### src/spd_defs.svh
// Register offsets, reset values and field widths of the six-bit port
`ifndef SPD_DEFS_SVH
`define SPD_DEFS_SVH
// ************************************************************
// Register byte offsets
// ************************************************************
`define SPD_OFS_LATCH 12'h000
`define SPD_OFS_INPUT 12'h004
`define SPD_OFS_DIR 12'h008
`define SPD_OFS_FSEL 12'h00C
`define SPD_OFS_STANDBY 12'h010
// ************************************************************
// Widths and reset values
// ************************************************************
`define SPD_PINS 6
`define SPD_CTRL_RST 6'h00
`define SPD_STBY_BITS 3
`define SPD_STBY_RST 3'h0
`define SPD_PAD_OFF 6'h00
`define SPD_PAD_IDLE 6'h3F
`endif

### src/spd_pkg.sv
// Types shared by the six-bit port pad control
package spd_pkg;
	typedef enum logic [7:0] {
		SPD_OPEN_ANALOG = 8'h01,
		SPD_PULL_UP = 8'h02,
		SPD_DRIVE_LOW = 8'h04,
		SPD_DRIVE_HIGH = 8'h08,
		SPD_SLOW_LOW = 8'h10,
		SPD_SLOW_HIGH = 8'h20,
		SPD_OPEN_INVERT = 8'h40,
		SPD_MODE_OTHER = 8'h80
	} spd_mode_e;
endpackage

### src/spd_pad_if.sv
// Per-pin control bits carried from the register file to each pad slice
`timescale 1ns/1ps
interface spd_pad_if;
	logic fsel;
	logic latch;
	logic dir;
	logic pin_level;
	logic drv_val;
	logic drv_oe_n;
	logic slow;
	logic pull_up;
	logic analog_pass;
	logic read_val;
	modport ctrl (output fsel, output latch, output dir, output pin_level,
		input drv_val, input drv_oe_n, input slow, input pull_up, input analog_pass,
		input read_val);
	modport slice (input fsel, input latch, input dir, input pin_level,
		output drv_val, output drv_oe_n, output slow, output pull_up, output analog_pass,
		output read_val);
endinterface

### src/spd_pad_slice.sv
// Eight-way pad decode for one pin
`timescale 1ns/1ps
module spd_pad_slice
	import spd_pkg::*;
(
	spd_pad_if.slice pad
);
	spd_mode_e mode;
	always_comb begin
		case ({pad.fsel, pad.latch, pad.dir})
			3'h0: mode = SPD_OPEN_ANALOG;
			3'h2: mode = SPD_PULL_UP;
			3'h1, 3'h5: mode = SPD_DRIVE_LOW;
			3'h3: mode = SPD_DRIVE_HIGH;
			3'h4: mode = SPD_SLOW_LOW;
			3'h6: mode = SPD_SLOW_HIGH;
			3'h7: mode = SPD_OPEN_INVERT;
			default: mode = SPD_MODE_OTHER;
		endcase
	end
	always_comb begin
		pad.drv_val = 1'b0;
		pad.drv_oe_n = 1'b1;
		pad.slow = 1'b0;
		pad.pull_up = 1'b0;
		pad.analog_pass = 1'b0;
		pad.read_val = pad.pin_level;
		case (mode)
			SPD_OPEN_ANALOG: pad.analog_pass = 1'b1;
			SPD_PULL_UP: pad.pull_up = 1'b1;
			SPD_DRIVE_LOW: pad.drv_oe_n = 1'b0;
			SPD_DRIVE_HIGH: begin
				pad.drv_oe_n = 1'b0;
				pad.drv_val = 1'b1;
			end
			SPD_SLOW_LOW: begin
				pad.drv_oe_n = 1'b0;
				pad.slow = 1'b1;
			end
			SPD_SLOW_HIGH: begin
				pad.drv_oe_n = 1'b0;
				pad.slow = 1'b1;
				pad.drv_val = 1'b1;
			end
			SPD_OPEN_INVERT: begin
				pad.analog_pass = 1'b1;
				pad.read_val = ~pad.pin_level;
			end
			default: pad.drv_oe_n = 1'b1;
		endcase
	end
endmodule

### src/spd_port.sv
// Six-bit port pad control with APB register access
//
// Added by the designer: the address map and the APB interface to the registers.
`timescale 1ns/1ps
`include "spd_defs.svh"
module spd_port
	import spd_pkg::*;
(
	input wire logic ref_clk,
	input wire logic rst,
	input wire logic psel,
	input wire logic penable,
	input wire logic pwrite,
	input wire logic [11:0] paddr,
	input wire logic [31:0] pwdata,
	output logic [31:0] prdata,
	output logic pready,
	output logic pslverr,
	input wire logic [5:0] pin_in,
	output logic [5:0] pin_out,
	output logic [5:0] pin_oe_n,
	output logic [5:0] pin_slow,
	output logic [5:0] pin_pull_up,
	input wire logic [5:0] analog_in,
	output logic [5:0] analog_out,
	output logic [5:0] analog_pass
);
	// ************************************************************
	// Register file
	// ************************************************************
	logic [5:0] latch_r, latch_nxt, dir_r, dir_nxt, fsel_r, fsel_nxt;
	logic [2:0] stby_r, stby_nxt;
	logic [5:0] in_r, in_nxt;
	logic [31:0] prdata_r, prdata_nxt;
	logic pready_r, pready_nxt, pslverr_r, pslverr_nxt;
	logic [5:0] read_val;
	logic setup, access, mapped;
	assign setup = psel && !penable;
	assign access = psel && penable && pready_r;
	always_comb begin
		case (paddr)
			`SPD_OFS_LATCH, `SPD_OFS_INPUT, `SPD_OFS_DIR, `SPD_OFS_FSEL,
			`SPD_OFS_STANDBY: mapped = 1'b1;
			default: mapped = 1'b0;
		endcase
	end
	always_comb begin
		latch_nxt = latch_r;
		dir_nxt = dir_r;
		fsel_nxt = fsel_r;
		stby_nxt = stby_r;
		prdata_nxt = prdata_r;
		pready_nxt = setup;
		pslverr_nxt = setup && !mapped;
		in_nxt = read_val;
		if (setup && !pwrite) begin
			case (paddr)
				`SPD_OFS_LATCH: prdata_nxt = {26'h0, latch_r};
				`SPD_OFS_INPUT: prdata_nxt = {26'h0, in_r};
				`SPD_OFS_DIR: prdata_nxt = {26'h0, dir_r};
				`SPD_OFS_FSEL: prdata_nxt = {26'h0, fsel_r};
				`SPD_OFS_STANDBY: prdata_nxt = {29'h0, stby_r};
				default: prdata_nxt = 32'h0;
			endcase
		end
		if (access && pwrite) begin
			case (paddr)
				`SPD_OFS_LATCH: latch_nxt = pwdata[5:0];
				`SPD_OFS_DIR: dir_nxt = pwdata[5:0];
				`SPD_OFS_FSEL: fsel_nxt = pwdata[5:0];
				`SPD_OFS_STANDBY: stby_nxt = pwdata[2:0];
				default: latch_nxt = latch_r;
			endcase
		end
	end
	always_ff @(posedge ref_clk or posedge rst) begin
		if (rst) begin
			latch_r <= `SPD_CTRL_RST;
			dir_r <= `SPD_CTRL_RST;
			fsel_r <= `SPD_CTRL_RST;
			stby_r <= `SPD_STBY_RST;
			in_r <= `SPD_PAD_OFF;
			prdata_r <= 32'h0;
			pready_r <= 1'b0;
			pslverr_r <= 1'b0;
		end else begin
			latch_r <= latch_nxt;
			dir_r <= dir_nxt;
			fsel_r <= fsel_nxt;
			stby_r <= stby_nxt;
			in_r <= in_nxt;
			prdata_r <= prdata_nxt;
			pready_r <= pready_nxt;
			pslverr_r <= pslverr_nxt;
		end
	end
	assign prdata = prdata_r;
	assign pready = pready_r;
	assign pslverr = pslverr_r;
	// ************************************************************
	// Pad slices
	// ************************************************************
	logic [5:0] d_val, d_oe_n, d_slow, d_pull, d_pass;
	genvar g;
	generate
		for (g = 0; g < `SPD_PINS; g++) begin : g_pin
			spd_pad_if pif ();
			assign pif.fsel = fsel_r[g];
			assign pif.latch = latch_r[g];
			assign pif.dir = dir_r[g];
			assign pif.pin_level = pin_in[g];
			assign d_val[g] = pif.drv_val;
			assign d_oe_n[g] = pif.drv_oe_n;
			assign d_slow[g] = pif.slow;
			assign d_pull[g] = pif.pull_up;
			assign d_pass[g] = pif.analog_pass;
			assign read_val[g] = pif.read_val;
			spd_pad_slice u_slice (.pad(pif));
		end
	endgenerate
	// ************************************************************
	// Pad output registers
	// ************************************************************
	// Any standby bit freezes the pads; the registers may still change
	logic hold;
	logic [5:0] out_r, out_nxt, oe_n_r, oe_n_nxt, slow_r, slow_nxt;
	logic [5:0] pull_r, pull_nxt, pass_r, pass_nxt, aout_r, aout_nxt;
	assign hold = |stby_r;
	always_comb begin
		out_nxt = out_r;
		oe_n_nxt = oe_n_r;
		slow_nxt = slow_r;
		pull_nxt = pull_r;
		pass_nxt = pass_r;
		aout_nxt = aout_r;
		if (!hold) begin
			out_nxt = d_val;
			oe_n_nxt = d_oe_n;
			slow_nxt = d_slow;
			pull_nxt = d_pull;
			pass_nxt = d_pass;
			aout_nxt = analog_in & d_pass;
		end
	end
	always_ff @(posedge ref_clk or posedge rst) begin
		if (rst) begin
			// Reset pads match the all-zero config: open, analog passed, except analog_out held at zero
			out_r <= `SPD_PAD_OFF;
			oe_n_r <= `SPD_PAD_IDLE;
			slow_r <= `SPD_PAD_OFF;
			pull_r <= `SPD_PAD_OFF;
			pass_r <= `SPD_PAD_IDLE;
			aout_r <= `SPD_PAD_OFF;
		end else begin
			out_r <= out_nxt;
			oe_n_r <= oe_n_nxt;
			slow_r <= slow_nxt;
			pull_r <= pull_nxt;
			pass_r <= pass_nxt;
			aout_r <= aout_nxt;
		end
	end
	assign pin_out = out_r;
	assign pin_oe_n = oe_n_r;
	assign pin_slow = slow_r;
	assign pin_pull_up = pull_r;
	assign analog_pass = pass_r;
	assign analog_out = aout_r;
endmodule
### config.mk
export PLATFORM = sky130hd
export DESIGN_NAME = spd_port
export DESIGN_NICKNAME = d
export VERILOG_FILES = /design/src/spd_pkg.sv /design/src/spd_pad_if.sv /design/src/spd_pad_slice.sv /design/src/spd_port.sv
export VERILOG_INCLUDE_DIRS = /design/src
export SDC_FILE = /design/constraint.sdc
export NUM_CORES = 1
export LEC_CHECK = 0
export BUFFER_PORTS_ARGS = -buffer_cell sky130_fd_sc_hd__buf_2
export CORE_AREA = 8 8 101 103
export CTS_BUF_LIST = sky130_fd_sc_hd__clkbuf_8
export DETAILED_ROUTE_END_ITERATION = 6
export DIE_AREA = 0 0 109 111
export PLACE_DENSITY = 0.67
export SYNTH_ARGS = -nofsm -noshare
export SYNTH_HDL_FRONTEND = slang
export SYNTH_SLANG_ARGS = --single-unit
### constraint.sdc
create_clock -name ref_clk -period 4.7 [get_ports ref_clk]
set_input_delay 0.94 -clock ref_clk [delete_from_list [all_inputs] [get_ports ref_clk]]
set_output_delay 0.94 -clock ref_clk [all_outputs]
set_load 0.005 [all_outputs]
After elaboration in Yosys (flattened, before gate mapping)
Memories as Yosys holds them, arrays and structs flattened.
Cells that the tools add are included.
- flip-flop bits (word level): 97
- bits in read-only memories: 336
- output and inout port bits: 70
- memories kept: 6
- equality and inequality tests: 46
- mux-type cells: 38
- bitwise logic cells: 7
- reductions and logical operators: 40
- memory list (name ; words ; bits a word ; read ports ; clocked after memory_dff ; wr ports ; RTL line ; text):
    (no name shown) ; 8 ; 7 ; 1 ; 0 ; 0 ; spd_pad_slice.sv:10 ; case ({pad.fsel, pad.latch, pad.dir})
    (no name shown) ; 8 ; 7 ; 1 ; 0 ; 0 ; spd_pad_slice.sv:10 ;
    (no name shown) ; 8 ; 7 ; 1 ; 0 ; 0 ; spd_pad_slice.sv:10 ;
    (no name shown) ; 8 ; 7 ; 1 ; 0 ; 0 ; spd_pad_slice.sv:10 ;
    (no name shown) ; 8 ; 7 ; 1 ; 0 ; 0 ; spd_pad_slice.sv:10 ;
    (no name shown) ; 8 ; 7 ; 1 ; 0 ; 0 ; spd_pad_slice.sv:10 ;
- operators with widths (operator ; count):
    8-bit by 1-bit == test with 1-bit output (second input constant) ; 6
    8-bit by 2-bit == test with 1-bit output (second input constant) ; 6
    8-bit by 3-bit == test with 1-bit output (second input constant) ; 6
    8-bit by 4-bit == test with 1-bit output (second input constant) ; 6
    8-bit by 5-bit == test with 1-bit output (second input constant) ; 6
    8-bit by 6-bit == test with 1-bit output (second input constant) ; 6
    8-bit by 7-bit == test with 1-bit output (second input constant) ; 6
    1-bit two-way mux ; 37
    2-bit OR reduction ; 18
    6-bit one-hot mux with 5 select lines ; 1
    12-bit by 4-bit == test with 1-bit output (second input constant) ; 2
    4-bit OR reduction ; 6
    12-bit by 3-bit == test with 1-bit output (second input constant) ; 1
    12-bit by 5-bit == test with 1-bit output (second input constant) ; 1
    12-bit logical NOT ; 1
    2-bit AND reduction ; 4
    6-bit bitwise AND ; 1
    1-bit logical AND ; 6
    1-bit NOT ; 6
    5-bit OR reduction ; 1
    1-bit logical NOT ; 3
    3-bit OR reduction ; 1

Logic depth before layout (Yosys ltp)
- depth in word-level cells: 5
- mapped depth: 6
- gate-level depth less buffers: 5

Cells and area by module
From an unflattened synthesis, not the netlist that was laid out.
- cells, all modules: 351
- area total of the unflattened synthesis: 3462.1 um2
- modules (own cells, without submodules) (module ; instances ; cells each ; area each (um2)):
    spd_port ; 1 ; 297 ; 3106.7
    spd_pad_slice at g_pin[1].u_slice ... ; 4 ; 9 ; 60.1
    spd_pad_slice at g_pin[0].u_slice ... ; 2 ; 9 ; 57.6

Worst setup path after synthesis
OpenSTA, ideal clock, no wires.
- path kind: input to register
- start: in paddr[4]
- end: reg dir_r[0]
- setup time: 0.125 ns
- arrival time: 2.065 ns
- data required time: 4.575 ns
- setup slack: 2.511 ns
- stages on the path: 5
- path through: buf_6 -> nor4_4 -> nand2_2 -> nor3_4 -> mux2_2
- word-level cells in the longest chain between the ends: 2
- ends and longest elaborated chain (what ; RTL line ; text):
    from (decl) ; spd_port.sv:14 ; input wire logic [11:0] paddr,
    12-bit by 4-bit == test with 1-bit output ; spd_port.sv:67 ; case (paddr)
    2-bit AND reduction (no source line) ; -- ;
    to (signal assigned) ; spd_port.sv:79 ; dir_r <= `SPD_CTRL_RST;
    to (signal assigned) ; spd_port.sv:88 ; dir_r <= dir_nxt;
    to (decl) ; spd_port.sv:31 ; logic [5:0] latch_r, latch_nxt, dir_r, dir_nxt, fsel_r, fsel_nxt;
Every way passes these cells.
A chain may end at the register's enable or synchronous reset.

Worst setup path after layout
- start: in paddr[4]
- end: reg dir_r[1]
The elaborated chain is that of the path after synthesis.

==> flow_summary.toml <==
[outcome]
status = "finished, final reports clean"

[routing]
dr.pass1.iters = 4
vias_per_cell = 4.82
postRouteAntennaNets = 0
wirelength_mm = 8.16
drt_iter0_markers = 104
vias = 2495
wl_per_cell_um = 15.8
drc = 0

[global_routing]
grt_pass1_vias = 2668
grt-ovfl-total = 0
grt_max_degree = 51
antenna_found_initial = 0
track_usage_pct = 14.1
grt_pass1_wl_mm = 13.5

[cts]
ctsResizeCount = 0
clkTransAtPathRegs_ns = 0.07
ctsHoldBuffers = 0
ctsRootBufferMaster = "clkbuf_8"
clock_sinks = 71
clockBufferDepth = 2
cts_tree = "done"
clk-insertion-delay-late_ns = 0.35
postCtsSetupRepairBufs = 0
ctsHtreeMaxLevel = 3
cts_inserted_buffers = 9

[setup_path]
path_cells = "buf_2 > nor4_4 > nand2_2 > nor3_4 > mux2_2"
crit_arrival_ns = 2.43
r2r_cells = 4
cp_max_fo = 10
critPathBufInv = 1
startpoint_type = "input pin"
cp_slowest_cell = "nor4_4"
crit_start = "paddr[4]"
r2r_end = "latch_r[0]"
rrSetupSlack_ns = 3.03
critPathMaxStageDelay_ns = 0.44
path_class = "input pin to flop"
r2r-start = "pready"
endpoint_kind = "flop"
crit_family = "simple AND/OR/NAND/NOR gates"
crit_required_ns = 4.93

[hold_path]
hp-class = "flop to flop"
hold_start = "pin_oe_n[2]"
hold_depth = 2
min_to = "pin_oe_n[2]"

[power_and_ir_drop]
p_leak_nw = 2.08
total_power_mw = 1.11
powerDensity_nw_per_um2 = 283
ir_worst_vdd_mv = 0.133

[floorplan]
die_area_um2 = 12100
start_util_pct = 39.4
fp.dieW_um = 109
core_um2 = 8550
num_rows = 34
fp.dieH_um = 111
io_pins = 131

[cells_and_area]
syn2layout_area_growth_pct = 16.4
diodes = 0
n_fill_cell = 843
finish.utilization_pct = 45.9
nNetsFinal = 466
drive_gt1_share_pct = 34.1

[timing]
fmax_ghz = 0.454
tightest_slew_ns = 1.09
post-route-period-util_pct = 46.8
final_max_slew_viol_count = 0
rsz0062_at_grt = "false"
setup-violations-final = 0
clock_skew_ns = 0.0109
layout_min_cycle_time_ns = 2.20
fin_tns_setup_ns = 0
finalHoldViolations = 0
fin_ws_ns = 2.50
relSlewSlack_pct = 27.3

[synthesis]
yosys_warnings = 0
ys_types = 31
ys_seq_area_share_pct = 53.1
synth_area_um2 = 3370
synth.avg_cell_area_um2 = 10.3
synth_seq_cells = 71
syn_inst = 328

[placement]
dpl_worst_slack_ns = 2.16
globalplace.congestion = 0.818
post-dp-hpwl_mm = 5.98
io_buffers = 78

[job]
cap_viol_max_count = 0
-- cells by family after synthesis --
family / share of synthesized area (%)
XOR/XNOR: 3.12
flip-flops: 53.1
AND/OR/NAND/NOR: 20.7
other: 0.111
buffers and inverters: 7.97
AO/OA/AOI/OAI: 6.01
multiplexers: 9.01
-- cell usage in the layout (no fill, tap or decap), types with 3 or more instances in the layout --
| cell | instances |
|---|---|
| conb_1 | 26 |
| o21ai_0 | 21 |
| mux2_2 | 21 |
| nand3b_1 | 6 |
| clkinv_2 | 3 |
| o211ai_1 | 3 |
| buf_4 | 3 |
| a22o_1 | 3 |
| nand2_1 | 71 |
| dfstp_2 | 12 |
| nor3_1 | 9 |
| xor2_1 | 12 |
| and3_1 | 8 |
| buf_2 | 78 |
| inv_1 | 3 |
| nor2_1 | 18 |
| dfrtp_1 | 59 |
| a31oi_1 | 3 |
| nand3_1 | 18 |
| a222oi_1 | 3 |
| clkbuf_8 | 10 |
| mux4_2 | 3 |
-- layer usage --
layer	vias up	GRT usage [%]	wire length (um)
met5	-	0	0
met1	1205	16.6	3360
li1	1213	-	-
met3	7	4.13	609
met4	0	5.57	55
met2	70	23.4	4140
-- final cells by class --
| class | instances | area (um2) | share of cell area (%) |
|---|---|---|---|
| sequential | 71 | 1790 | 45.6 |
| clock inverter | 6 | 30.0 | 0.765 |
| multi-input combinational | 240 | 1410 | 35.9 |
| timing repair buffer | 81 | 413 | 10.5 |
| clock buffer | 10 | 138 | 3.51 |
| tap | 108 | 135 | 3.44 |
| inverter | 2 | 7.51 | 0.191 |
-- stage by stage --
stage               hold slack [ns]  cell area [um2]  cells
floorplan                     0.444             3470    353
global placement              0.441             3760    502
detailed placement            0.450             3760    502
CTS                           0.463             3930    518
global route                  0.485             3930    518
finish                        0.459             3930    518
-- where the power goes --
part           switching [mW]  internal, mW
clock                   0.225         0.199
sequential            0.00317         0.619
combinational          0.0419        0.0227
total                   0.270         0.841
-- worst max-delay path by stage --
stage,to,cells past startpoint,slack (ns)
after floorplan,analog_out[0],1,1.98
after global placement,dir_r[1],5,2.20
after detailed placement,dir_r[1],5,2.16
after CTS,dir_r[1],5,2.54
after global routing,dir_r[1],5,2.45
final,dir_r[1],5,2.50
-- Yosys cell counts --
cell	number	area share (%)
and3_1	8	1.5
a222oi_1	3	0.89
buf_2	2	0.30
nand3_1	18	2.7
nand4_1	2	0.37
dfrtp_1	59	44
nor2_1	18	2.0
clkbuf_1	10	1.1
and3_2	1	0.22
conb_1	1	0.11
nor3_1	10	1.5
or3_1	1	0.19
nor2b_1	2	0.37
nor3_4	2	0.96
nand2b_1	2	0.37
a31oi_1	3	0.56
nand3b_1	6	1.3
nand2_2	2	0.37
xor2_1	12	3.1
and3b_2	1	0.30
nand2_1	71	7.9
mux4_2	3	2.0
mux2_2	21	7.0
buf_6	1	0.33
inv_1	2	0.22
o21ai_0	21	3.1
buf_4	27	6.0
o211ai_1	3	0.67
a22o_1	3	0.78
nor4_4	1	0.63
dfstp_2	12	9.3
-- tightest hold or removal path, delay by kind of cell (launching register included) --
family        cells  cell delay (ns)
simple gates      2             0.09
flops             1             0.37
No activity file was read; power rests on OpenSTA's default activity.
